==> src/core/sar_regs.svh <==
`ifndef SAR_REGS_SVH
`define SAR_REGS_SVH

// Frame layout, counted in serial clock falling edges
`define SAR_CNT_W 5
`define SAR_FRAME_CLKS 16
`define SAR_LEAD_ZEROS 4
`define SAR_MAX_RES 12
`define SAR_TRACK_FALL_WIDE 13
`define SAR_TRACK_FALL_8B 11
`define SAR_PD_FIRST_FALL 2
`define SAR_KEEP_FALL 10
`define SAR_WAKE_FULL_CLKS 16

`endif

==> src/core/sar_pkg.sv <==
`default_nettype none
package sar_pkg;
    // Power mode of the converter, one-hot
    typedef enum logic [2:0] {
        SAR_NORMAL = 3'b001,
        SAR_WAKING = 3'b010,
        SAR_DOWN   = 3'b100
    } sar_mode_e;
endpackage
`default_nettype wire

==> src/core/sar_edge_if.sv <==
`timescale 1ns/100ps
`default_nettype none
interface sar_edge_if;
    logic cs_n;
    logic cs_fall;
    logic cs_rise;
    logic sclk_fall;
    logic sclk_rise;
    modport src (output cs_n, output cs_fall, output cs_rise, output sclk_fall, output sclk_rise);
    modport dst (input cs_n, input cs_fall, input cs_rise, input sclk_fall, input sclk_rise);
endinterface
`default_nettype wire

==> src/core/sar_pin_sync.sv <==
`timescale 1ns/100ps
`default_nettype none
module sar_pin_sync
    import sar_pkg::*;
(
    input wire logic clk_in,
    input wire logic rst_n_in,
    input wire logic cs_n_in,
    input wire logic sclk_in,
    sar_edge_if.src edge_if
);
    logic cs_meta_q;
    logic cs_sync_q;
    logic cs_prev_q;
    logic sclk_meta_q;
    logic sclk_sync_q;
    logic sclk_prev_q;

    // Two-stage synchronisers, then one stage for edge finding
    always_ff @(posedge clk_in or negedge rst_n_in) begin
        if (!rst_n_in) begin
            cs_meta_q <= 1'b1;
            cs_sync_q <= 1'b1;
            cs_prev_q <= 1'b1;
            sclk_meta_q <= 1'b1; // Idle-high level, so no false edge follows reset
            sclk_sync_q <= 1'b1;
            sclk_prev_q <= 1'b1;
        end else begin
            cs_meta_q <= cs_n_in;
            cs_sync_q <= cs_meta_q;
            cs_prev_q <= cs_sync_q;
            sclk_meta_q <= sclk_in;
            sclk_sync_q <= sclk_meta_q;
            sclk_prev_q <= sclk_sync_q;
        end
    end

    // Select level and edge pulses, one cycle each
    assign edge_if.cs_n = cs_sync_q;
    assign edge_if.cs_fall = cs_prev_q & ~cs_sync_q;
    assign edge_if.cs_rise = ~cs_prev_q & cs_sync_q;
    assign edge_if.sclk_fall = sclk_prev_q & ~sclk_sync_q;
    assign edge_if.sclk_rise = ~sclk_prev_q & sclk_sync_q;
endmodule // sar_pin_sync
`default_nettype wire

==> src/core/sar_readout.sv <==
// Contract
// - select falling holds the input, samples it, drives the line, starts conversion.
// - serial clock both paces the conversion and shifts result bits out.
// - 12-bit: 16 clocks; track after 13th fall; release on 16th fall.
// - 10-bit: 14 clocks; track on rise after the 13th fall.
// - 8-bit: 12 clocks; track on rise after the 11th fall.
// - select rising early aborts conversion and releases the data line.
// - a 16-clock frame on narrow variants releases the line on 16th fall.
// - select fall shows first zero; each clock fall shifts the next bit.
// - 12-bit last bit launched on 15th fall, still valid on 16th.
// - select falling just after a clock fall still shows the first zero.
// - waking from power-down, track resumes on first clock edge after select fall.
// - after supply the mode is either normal or power-down.
// - after supply the track-and-hold is already tracking.
// - select rising between 2nd and 10th fall aborts and powers down.
// - select rising after 10th fall but early aborts and stays powered.
// - waking needs select low past 10th fall; full after sixteen clocks (here select rising past 10th fall goes to normal at once).
// - 8-bit word is four leading zeros then eight bits, MSB first.
`timescale 1ns/100ps
`default_nettype none
`include "sar_regs.svh"
module sar_readout
    import sar_pkg::*;
#(
    parameter int RES_BITS = 12
) (
    input wire logic clk_in,
    input wire logic reset_n_in,
    input wire logic cs_n_in,
    input wire logic sclk_in,
    input wire logic power_down_strap_in,
    input wire logic [RES_BITS-1:0] conv_result_in,
    output logic serial_result_out,
    output logic serial_result_oe_n_out,
    output logic track_out,
    output logic powered_out,
    output logic sample_strobe_out,
    output logic conv_done_out,
    output logic conv_abort_out
);
    localparam logic [`SAR_CNT_W-1:0] CNT_MAX = '1;
    localparam logic [`SAR_CNT_W-1:0] LAST_FALL = `SAR_CNT_W'(`SAR_FRAME_CLKS - 1);
    localparam logic [`SAR_CNT_W-1:0] CONV_CLKS = `SAR_CNT_W'(RES_BITS + `SAR_LEAD_ZEROS);
    localparam logic [`SAR_CNT_W-1:0] TRACK_FALL = (RES_BITS == 8) ?
        `SAR_CNT_W'(`SAR_TRACK_FALL_8B) : `SAR_CNT_W'(`SAR_TRACK_FALL_WIDE);
    localparam logic [`SAR_CNT_W-1:0] PD_FIRST = `SAR_CNT_W'(`SAR_PD_FIRST_FALL);
    localparam logic [`SAR_CNT_W-1:0] KEEP_FALL = `SAR_CNT_W'(`SAR_KEEP_FALL);
    localparam logic [`SAR_CNT_W-1:0] WAKE_FULL = `SAR_CNT_W'(`SAR_WAKE_FULL_CLKS);
    localparam int PAD = `SAR_MAX_RES - RES_BITS;

    logic rst_meta_q;
    logic rst_n_q;
    logic strap_meta_q;
    logic strap_q;
    logic strap_taken_q;
    logic [`SAR_CNT_W-1:0] cnt_q;
    logic [`SAR_FRAME_CLKS-1:0] shift_q;
    logic oe_n_q;
    logic track_q;
    logic busy_q;
    logic done_q;
    logic abort_q;
    logic sample_q;
    logic powered_q;
    logic waking_edge_q;
    sar_mode_e mode_q;
    logic [`SAR_FRAME_CLKS-1:0] frame_word;
    logic clk_fall_in_frame;

    sar_edge_if edge_if ();

    // Pin synchronisers and edge finders
    sar_pin_sync u_sync (
        .clk_in(clk_in),
        .rst_n_in(rst_n_q),
        .cs_n_in(cs_n_in),
        .sclk_in(sclk_in),
        .edge_if(edge_if)
    );

    // Reset release through two flip-flops
    always_ff @(posedge clk_in or negedge reset_n_in) begin
        if (!reset_n_in) begin
            rst_meta_q <= 1'b0;
            rst_n_q <= 1'b0;
        end else begin
            rst_meta_q <= 1'b1;
            rst_n_q <= rst_meta_q;
        end
    end

    // Power-on mode strap, synchronised then caught once after release
    // No reset here: the strap must already be settled when the mode is taken
    always_ff @(posedge clk_in) begin
        strap_meta_q <= power_down_strap_in;
        strap_q <= strap_meta_q;
    end

    // Result left aligned below the four leading zeros, trailing zeros after
    assign frame_word = `SAR_FRAME_CLKS'(conv_result_in) << PAD;
    // A clock fall in the same cycle as the select fall belongs before the frame
    assign clk_fall_in_frame = edge_if.sclk_fall & ~edge_if.cs_n & ~edge_if.cs_fall;

    // Falling clock edge counter, cleared while select is high
    always_ff @(posedge clk_in or negedge rst_n_q) begin
        if (!rst_n_q) begin
            cnt_q <= '0;
        end else if (edge_if.cs_n || edge_if.cs_fall) begin
            cnt_q <= '0;
        end else if (clk_fall_in_frame && cnt_q != CNT_MAX) begin
            cnt_q <= cnt_q + 1'b1;
        end
    end

    // Output shifter: first zero at select fall, one bit per clock fall
    always_ff @(posedge clk_in or negedge rst_n_q) begin
        if (!rst_n_q) begin
            shift_q <= '0;
        end else if (edge_if.cs_fall) begin
            shift_q <= frame_word;
        end else if (clk_fall_in_frame) begin
            shift_q <= {shift_q[`SAR_FRAME_CLKS-2:0], 1'b0};
        end
    end

    // Data line enable
    always_ff @(posedge clk_in or negedge rst_n_q) begin
        if (!rst_n_q) begin
            oe_n_q <= 1'b1;
        end else if (edge_if.cs_fall) begin
            oe_n_q <= 1'b0;
        end else if (edge_if.cs_rise) begin
            oe_n_q <= 1'b1;
        end else if (clk_fall_in_frame && cnt_q == LAST_FALL) begin
            oe_n_q <= 1'b1;
        end
    end

    // Conversion progress, completion and abort pulses
    always_ff @(posedge clk_in or negedge rst_n_q) begin
        if (!rst_n_q) begin
            busy_q <= 1'b0;
            done_q <= 1'b0;
            abort_q <= 1'b0;
            sample_q <= 1'b0;
        end else begin
            sample_q <= edge_if.cs_fall;
            done_q <= 1'b0;
            abort_q <= 1'b0;
            if (edge_if.cs_fall) begin
                busy_q <= 1'b1;
            end else if (edge_if.cs_rise && busy_q) begin
                busy_q <= 1'b0;
                abort_q <= 1'b1;
            end else if (busy_q && clk_fall_in_frame && cnt_q == CONV_CLKS - 1'b1) begin
                busy_q <= 1'b0;
                done_q <= 1'b1;
            end
        end
    end

    // Remembers that the first clock edge of a waking frame was seen
    always_ff @(posedge clk_in or negedge rst_n_q) begin
        if (!rst_n_q) begin
            waking_edge_q <= 1'b0;
        end else if (edge_if.cs_n || edge_if.cs_fall) begin
            waking_edge_q <= 1'b0;
        end else if (edge_if.sclk_fall || edge_if.sclk_rise) begin
            waking_edge_q <= 1'b1;
        end
    end

    // Track-and-hold control; tracking from reset as after supply
    always_ff @(posedge clk_in or negedge rst_n_q) begin
        if (!rst_n_q) begin
            track_q <= 1'b1;
        end else if (edge_if.cs_fall) begin
            track_q <= 1'b0;
        end else if (edge_if.cs_rise) begin
            track_q <= 1'b1;
        end else if (!edge_if.cs_n && mode_q == SAR_WAKING && !waking_edge_q &&
                     (edge_if.sclk_fall || edge_if.sclk_rise)) begin
            track_q <= 1'b1;
        end else if (!edge_if.cs_n && edge_if.sclk_rise && cnt_q >= TRACK_FALL) begin
            track_q <= 1'b1;
        end
    end

    // Power mode machine; the strap picks the power-on mode
    always_ff @(posedge clk_in or negedge rst_n_q) begin
        if (!rst_n_q) begin
            mode_q <= SAR_NORMAL;
            strap_taken_q <= 1'b0;
        end else if (!strap_taken_q) begin
            strap_taken_q <= 1'b1;
            mode_q <= strap_q ? SAR_DOWN : SAR_NORMAL;
        end else begin
            case (mode_q)
                SAR_NORMAL: begin
                    if (edge_if.cs_rise && cnt_q >= PD_FIRST && cnt_q < KEEP_FALL) begin
                        mode_q <= SAR_DOWN;
                    end
                end
                SAR_DOWN: begin
                    if (edge_if.cs_fall) begin
                        mode_q <= SAR_WAKING;
                    end
                end
                SAR_WAKING: begin
                    if (edge_if.cs_rise && cnt_q < KEEP_FALL) begin
                        mode_q <= SAR_DOWN;
                    end else if (edge_if.cs_rise) begin
                        mode_q <= SAR_NORMAL;
                    end else if (clk_fall_in_frame && cnt_q == WAKE_FULL - 1'b1) begin
                        mode_q <= SAR_NORMAL;
                    end
                end
                default: begin
                    mode_q <= SAR_NORMAL;
                end
            endcase
        end
    end

    // Fully powered flag, registered from the current mode once the strap is taken
    always_ff @(posedge clk_in or negedge rst_n_q) begin
        if (!rst_n_q) begin
            powered_q <= 1'b0;
        end else begin
            powered_q <= (mode_q == SAR_NORMAL) && strap_taken_q;
        end
    end

    // Outputs straight from flip-flops
    assign serial_result_out = shift_q[`SAR_FRAME_CLKS-1];
    assign serial_result_oe_n_out = oe_n_q;
    assign track_out = track_q;
    assign powered_out = powered_q;
    assign sample_strobe_out = sample_q;
    assign conv_done_out = done_q;
    assign conv_abort_out = abort_q;
endmodule // sar_readout
`default_nettype wire

==> config.mk <==
export PLATFORM = sky130hd
export DESIGN_NAME = sar_readout
export DESIGN_NICKNAME = d
export VERILOG_FILES = /design/src/core/sar_pkg.sv /design/src/core/sar_edge_if.sv /design/src/core/sar_pin_sync.sv /design/src/core/sar_readout.sv
export VERILOG_INCLUDE_DIRS = /design/src /design/src/core
export SDC_FILE = /design/constraint.sdc
export NUM_CORES = 1
export LEC_CHECK = 0
export BUFFER_PORTS_ARGS = -buffer_cell sky130_fd_sc_hd__buf_2
export CAP_MARGIN = 5
export CORE_MARGIN = 1
export CORE_UTILIZATION = 50
export DETAILED_ROUTE_END_ITERATION = 8
export MAX_ROUTING_LAYER = met4
export PLACE_DENSITY = 0.7
export SYNTH_ARGS = -nofsm -noshare
export SYNTH_HDL_FRONTEND = slang
export SYNTH_SLANG_ARGS = --single-unit
==> constraint.sdc <==
create_clock -name clk_in -period 3.3 [get_ports clk_in]
set_clock_uncertainty 0.1 [all_clocks]
set_input_delay 0.66 -clock clk_in [delete_from_list [all_inputs] [get_ports clk_in]]
set_output_delay 0.66 -clock clk_in [all_outputs]
set_load 0.005 [all_outputs]
* Word level (Yosys, flattened, before mapping)
Index checks and enable logic that the tools add are counted.
Storage, ports and cells: register bits after elaboration 43, input bits 17, output and inout port bits 7
Operators by class: $add $sub $neg 1, $lt $le $gt $ge 3, equal/unequal tests 8, multiplexer cells 29, bitwise gates (word level) 11, reductions and logical operators 25
Operators by type and width (count):
- two-way mux 16 bit | 2
- two-way mux 3 bit | 7
- two-way mux 1 bit | 17
- logical AND 1 bit | 14
- two-way mux 5 bit | 2
- case mux 3 bit (3 select lines) | 1
- AND 1 bit | 6
- != test 3 bit, second input constant | 2
- nonzero test 2 bit | 3
- nonzero test 3 bit | 2
- adder 5 x 1 -> 5 bit, second input constant | 1
- equality test 5 x 4 -> 1 bit, second input constant | 1
- greater-or-equal comparator 5 x 2 -> 1 bit, second input constant | 1
- greater-or-equal comparator 5 x 4 -> 1 bit, second input constant | 1
- < comparator 5 x 4 -> 1 bit, second input constant | 1
- != test 5 x 4 -> 1 bit, second input constant | 1
- != test 5 bit, second input constant | 1
- inverter 1 bit | 5
- nonzero test 4 bit | 1
- equality test 3 x 1 -> 1 bit, second input constant | 1
- equality test 3 x 2 -> 1 bit, second input constant | 1
- equality test 3 bit, second input constant | 1
- AND reduction 3 bit | 1
- zero test 1 bit | 2
- logical OR 1 bit | 2

* Logic depth before layout (Yosys ltp)
depth in word-level cells 10, gate-level depth with buffers 7, mapped depth without buffers 7

* By module
Synthesis repeated with hierarchy kept, for this count alone.
Unflattened totals: cell total of the unflattened synthesis 162, area total of the unflattened synthesis 1889.3 µm²
Modules (own cells, without submodules):
- sar_readout | times used 1, cells an instance 152, area each 1696.6 µm², sequential area each 919.6 µm²
- sar_pin_sync | times used 1, cells an instance 10, area each 192.7 µm², sequential area each 157.7 µm²

* Least setup slack after synthesis
No wires, ideal clock.
path kind register to register, start register u_sync.cs_sync_q, in the netlist u_sync.edge_if.cs_n, end register cnt_q[3], library setup time 119 ps, data arrival time 1817 ps, setup slack 1264 ps, stages on the path, launching flop included 8, period minus slack after synthesis 2036 ps, cell sequence dfstp_2 -> inv_2 -> ha_1 -> buf_6 -> nor4b_4 -> nand4_1 -> xnor2_1 -> and2_1
On the way: word-level cells in the longest chain between the ends 6, elaborated cells on any way between the ends 9
RTL lines:
- from (decl) | RTL line sar_pin_sync.sv:13 | logic cs_sync_q;
- from (signal assigned) | RTL line sar_pin_sync.sv:30 | cs_sync_q <= cs_meta_q;
- inverter 1 bit (*) | RTL line sar_pin_sync.sv:40 | assign edge_if.cs_fall = cs_prev_q & ~cs_sync_q;
- AND 1 bit (*) | RTL line sar_pin_sync.sv:40
- named net edge_if.cs_fall | RTL line sar_edge_if.sv:5 | logic cs_fall;
- inverter 1 bit | RTL line sar_readout.sv:102 | assign clk_fall_in_frame = edge_if.sclk_fall & ~edge_if.cs_n & ~edge_if.cs_fall;
- AND 1 bit | RTL line sar_readout.sv:102
- logical AND 1 bit | RTL line sar_readout.sv:110 | end else if (clk_fall_in_frame && cnt_q != CNT_MAX) begin
- nonzero test 2 bit (no line)
- to (signal assigned) | RTL line sar_readout.sv:111 | cnt_q <= cnt_q + 1'b1;
- to (decl) | RTL line sar_readout.sv:56 | logic [`SAR_CNT_W-1:0] cnt_q;
The timed path passes the listed nets; every way through them passes the cells marked *. A chain may end at the register's enable or synchronous reset.

* Worst setup path after layout
start register cnt_q[1], end register cnt_q[3]
On the way: word-level cells in the longest chain between the ends 3, elaborated cells on any way between the ends 6
RTL lines (RTL line):
- adder 5 x 1 -> 5 bit or != test 5 bit (tied branches) | sar_readout.sv:111, sar_readout.sv:110
- two-way mux 5 bit or logical AND 1 bit (tied branches) | sar_readout.sv:110
- two-way mux 5 bit or nonzero test 2 bit (tied branches)
Parallel ways exist; a longest one is shown, timed or not. The select of a mux whose other input is x is not followed.

==> impl_metrics.py <==
metrics = {
    "pwr": {
        "p_seq_share_pct": 58.9,
        "p_int_uw": 789,
        "swShare_pct": 24.0,
        "clkPwrFrac_pct": 29.7,
        "p_leak_uw": 0.00100,
        "ir_worst_vdd_uv": 282,
        "pwr_density_cell_nw_per_um2": 486,
        "p_comb_share_pct": 11.4,
        "power.switching_uw": 249,
    },
    "outcome": {
        "run_status": "finished clean",
    },
    "timing": {
        "max_freq_mhz": 459,
        "tightest_slew_ns": 0.524,
        "rsz0062_at_grt": "no",
        "min_period_ns": 2.18,
        "finalCritPeriodShare_pct": 66.1,
        "hold_viol_final": 0,
        "setup_violations": 0,
        "tns_ns": 0,
        "slew_viol_final": 0,
        "slew-limit-headroom_pct": 65.1,
    },
    "setup_path": {
        "reg2regPathDepth": 7,
        "critPathBufInv": 0,
        "cpLargestDelayFamily": "simple AND/OR/NAND/NOR gates",
        "path_common_cell": "ha_1",
        "worstSetupEndpointType": "register",
        "reg2reg_slack_ns": 1.12,
        "cp_data_required_time_ns": 3.38,
        "crit_arrival_ns": 2.26,
        "cp-start-kind": "register",
        "cp_max_fo": 8,
        "slowest_delay_ns": 0.46,
        "cp.depth": 7,
        "crit_chain": "ha_1 > and3_1 > ha_1 > nor4b_4 > nand4_1 > xnor2_1 > and2_1",
        "critPathSlowestCell": "dfrtp_1",
        "crit_type": "register to register",
    },
    "place": {
        "dp_hpwl_um": 2190,
        "gp_congestion": 0.742,
        "portBuffers": 23,
    },
    "detailed_routing": {
        "vias_per_cell": 5.22,
        "drc": 0,
        "wl_per_cell_um": 12.3,
        "drt_iter0_markers": 61,
        "postRouteAntennaNets": 0,
        "firstDrtPassIters": 4,
        "vias": 1273,
        "drt_wl_total_um": 2990,
    },
    "yosys": {
        "synth_seq_cells": 43,
        "synth.yosys.seq_area_share_pct": 56.9,
        "syn_area_per_cell_um2": 11.2,
        "syn-cell-area_um2": 1890,
        "syn_inst": 169,
        "synth_edf_count": 0,
        "yosys_warnings": 0,
        "yosys_most_used_dff": "dfrtp_1",
        "async_reset_ff_share_pct": 95.3,
        "ys_types": 37,
    },
    "clock_tree": {
        "hold_buffers": 0,
        "clk_latency_ns": 0.29,
        "h-tree-depth": 2,
        "cts_root_buffer": "clkbuf_8",
        "cts_buffers": 5,
        "tritoncts": "yes",
        "clockBufferDepth": 2,
        "cts-resized-gates": 0,
        "clock-sinks": 43,
        "post_cts_buffers": 0,
        "clk_pin_slew_ns": 0.07,
    },
    "floorplan": {
        "core_um2": 3470,
        "rows": 21,
        "io_pins": 24,
        "die_y_um": 63.5,
        "die_w_um": 63.5,
        "start_util_pct": 54.6,
        "die_area_um2": 4040,
    },
    "global_route": {
        "antenna_found_initial": 0,
        "groute.layer.met1.usage_pct": 23.3,
        "grt.met3_usage_pct": 5.98,
        "grt_pass1_wl_um": 5580,
        "gr-total-overflow": 0,
        "grtUsageTotal_pct": 18.6,
        "grt_max_degree": 38,
        "first_global_vias": 1268,
        "gr-usage-met2_pct": 28.2,
        "busiest_layer": "met2",
    },
    "layout": {
        "syn2layout_area_growth_pct": 12.9,
        "nNetsFinal": 224,
        "final_core_util_pct": 61.6,
        "layout-drive-gt1-share_pct": 21.2,
        "n_antenna_cell": 0,
        "reg.largest.list": "shift_q (16), cnt_q (5), mode_q (3)",
        "top_register": "shift_q",
        "largest_register_ffs": 16,
    },
    "run": {
        "drv_cap": 0,
    },
    "min_path": {
        "hold_class": "input port to async pin",
    },
}
## cells in the final DEF, fill, tap and decap left out, types with 2 or more instances in the layout
cell	netlist	final
nand2b_1	3	3
dfxtp_1	2	2
and2_1	3	3
clkbuf_8	0	5
nor4_1	2	2
a21oi_1	9	9
inv_1	10	10
nor3b_1	2	2
dfstp_2	9	9
nor2b_1	2	2
ha_1	10	10
o21ai_1	15	15
buf_2	1	23
clkbuf_1	3	3
conb_1	1	2
o211a_1	2	2
mux2i_1	12	12
o22ai_1	3	3
o21a_1	2	2
dfrtp_1	32	32
nor4b_1	2	2
buf_4	1	3
xnor2_1	3	3
nand2_1	26	26
## metal layers
metal | up-vias | routed length [um]
met3 | 6 | 143
met5 | - | 0
met2 | 31 | 1410
met4 | 0 | 42
met1 | 605 | 1400
li1 | 631 | -
## logic make-up (layout without fill, tap and decap cells)
family / Yosys count / count (layout) / synth area share (%)
adders and majority gates: 10 / 10 / 6.61
and+or+nand+nor: 47 / 47 / 13.2
DFF: 43 / 43 / 56.9
AOI/OAI and AO/OA: 36 / 36 / 11.3
buffers and inverters: 17 / 45 / 4.03
other: 1 / 2 / 0.198
muxes: 12 / 12 / 6.35
xor gates and xnor gates: 3 / 3 / 1.39
## metrics by stage
stage | hold WS, ns | setup slack (ns) | cell area, um2 | cells | total power, uW
after floorplan | 0.210 | 1.26 | 1900 | 170 | 702
after global placement | 0.122 | 1.20 | 2060 | 236 | 735
after detailed placement | 0.128 | 1.11 | 2060 | 236 | 741
after CTS | 0.0305 | 1.10 | 2140 | 244 | 1050
after global routing | 0.0236 | 0.990 | 2140 | 244 | 1100
final | 0.0389 | 1.12 | 2140 | 244 | 1040
## power by group through the flow
stage | clock (uW) | combinational, uW | sequential, uW
floorplan | 0 | 83.3 | 618
global placement | 0 | 116 | 619
detailed placement | 0 | 120 | 621
CTS | 321 | 120 | 611
global route | 344 | 138 | 618
finish | 308 | 119 | 611
## cells in the mapped netlist, types with 3 or more instances
library cell,number,area (um2)
a21oi_1,9,45.0
and2_1,3,18.8
clkbuf_1,3,11.3
dfrtp_1,32,801
dfstp_2,9,236
ha_1,10,125
inv_1,10,37.5
mux2i_1,12,120
nand2_1,26,97.6
nand2b_1,3,18.8
o21ai_1,15,75.1
o22ai_1,3,18.8
xnor2_1,3,26.3
## final timing paths
| check | from | to |
|---|---|---|
| worst max-delay path | cnt_q[1]$_DFFE_PN0P_ | cnt_q[3]$_DFFE_PN0P_ |
| worst min-delay path | reset_n_in | rst_meta_q$_DFF_PN0_ |
| worst max register to register | cnt_q[1]$_DFFE_PN0P_ | cnt_q[3]$_DFFE_PN0P_ |
| worst min register to register | rst_n_q$_DFF_PN0_ | waking_edge_q$_DFFE_PN0P_ |
| max in group asynchronous | rst_n_q$_DFF_PN0_ | mode_q[0]$_DFFE_PN1P_ |
| min in group clk_in | strap_meta_q$_DFF_P_ | strap_q$_DFF_P_ |
## layout make-up
class / instances / area [um2]
fillers: 301 / 1330
repair buffers: 26 / 138
clock buffers: 8 / 80.1
well taps: 46 / 57.6
multi-input cells: 110 / 743
inverters: 11 / 41.3
flip-flops and latches: 43 / 1080
No activity file was read; power rests on OpenSTA's default activity.
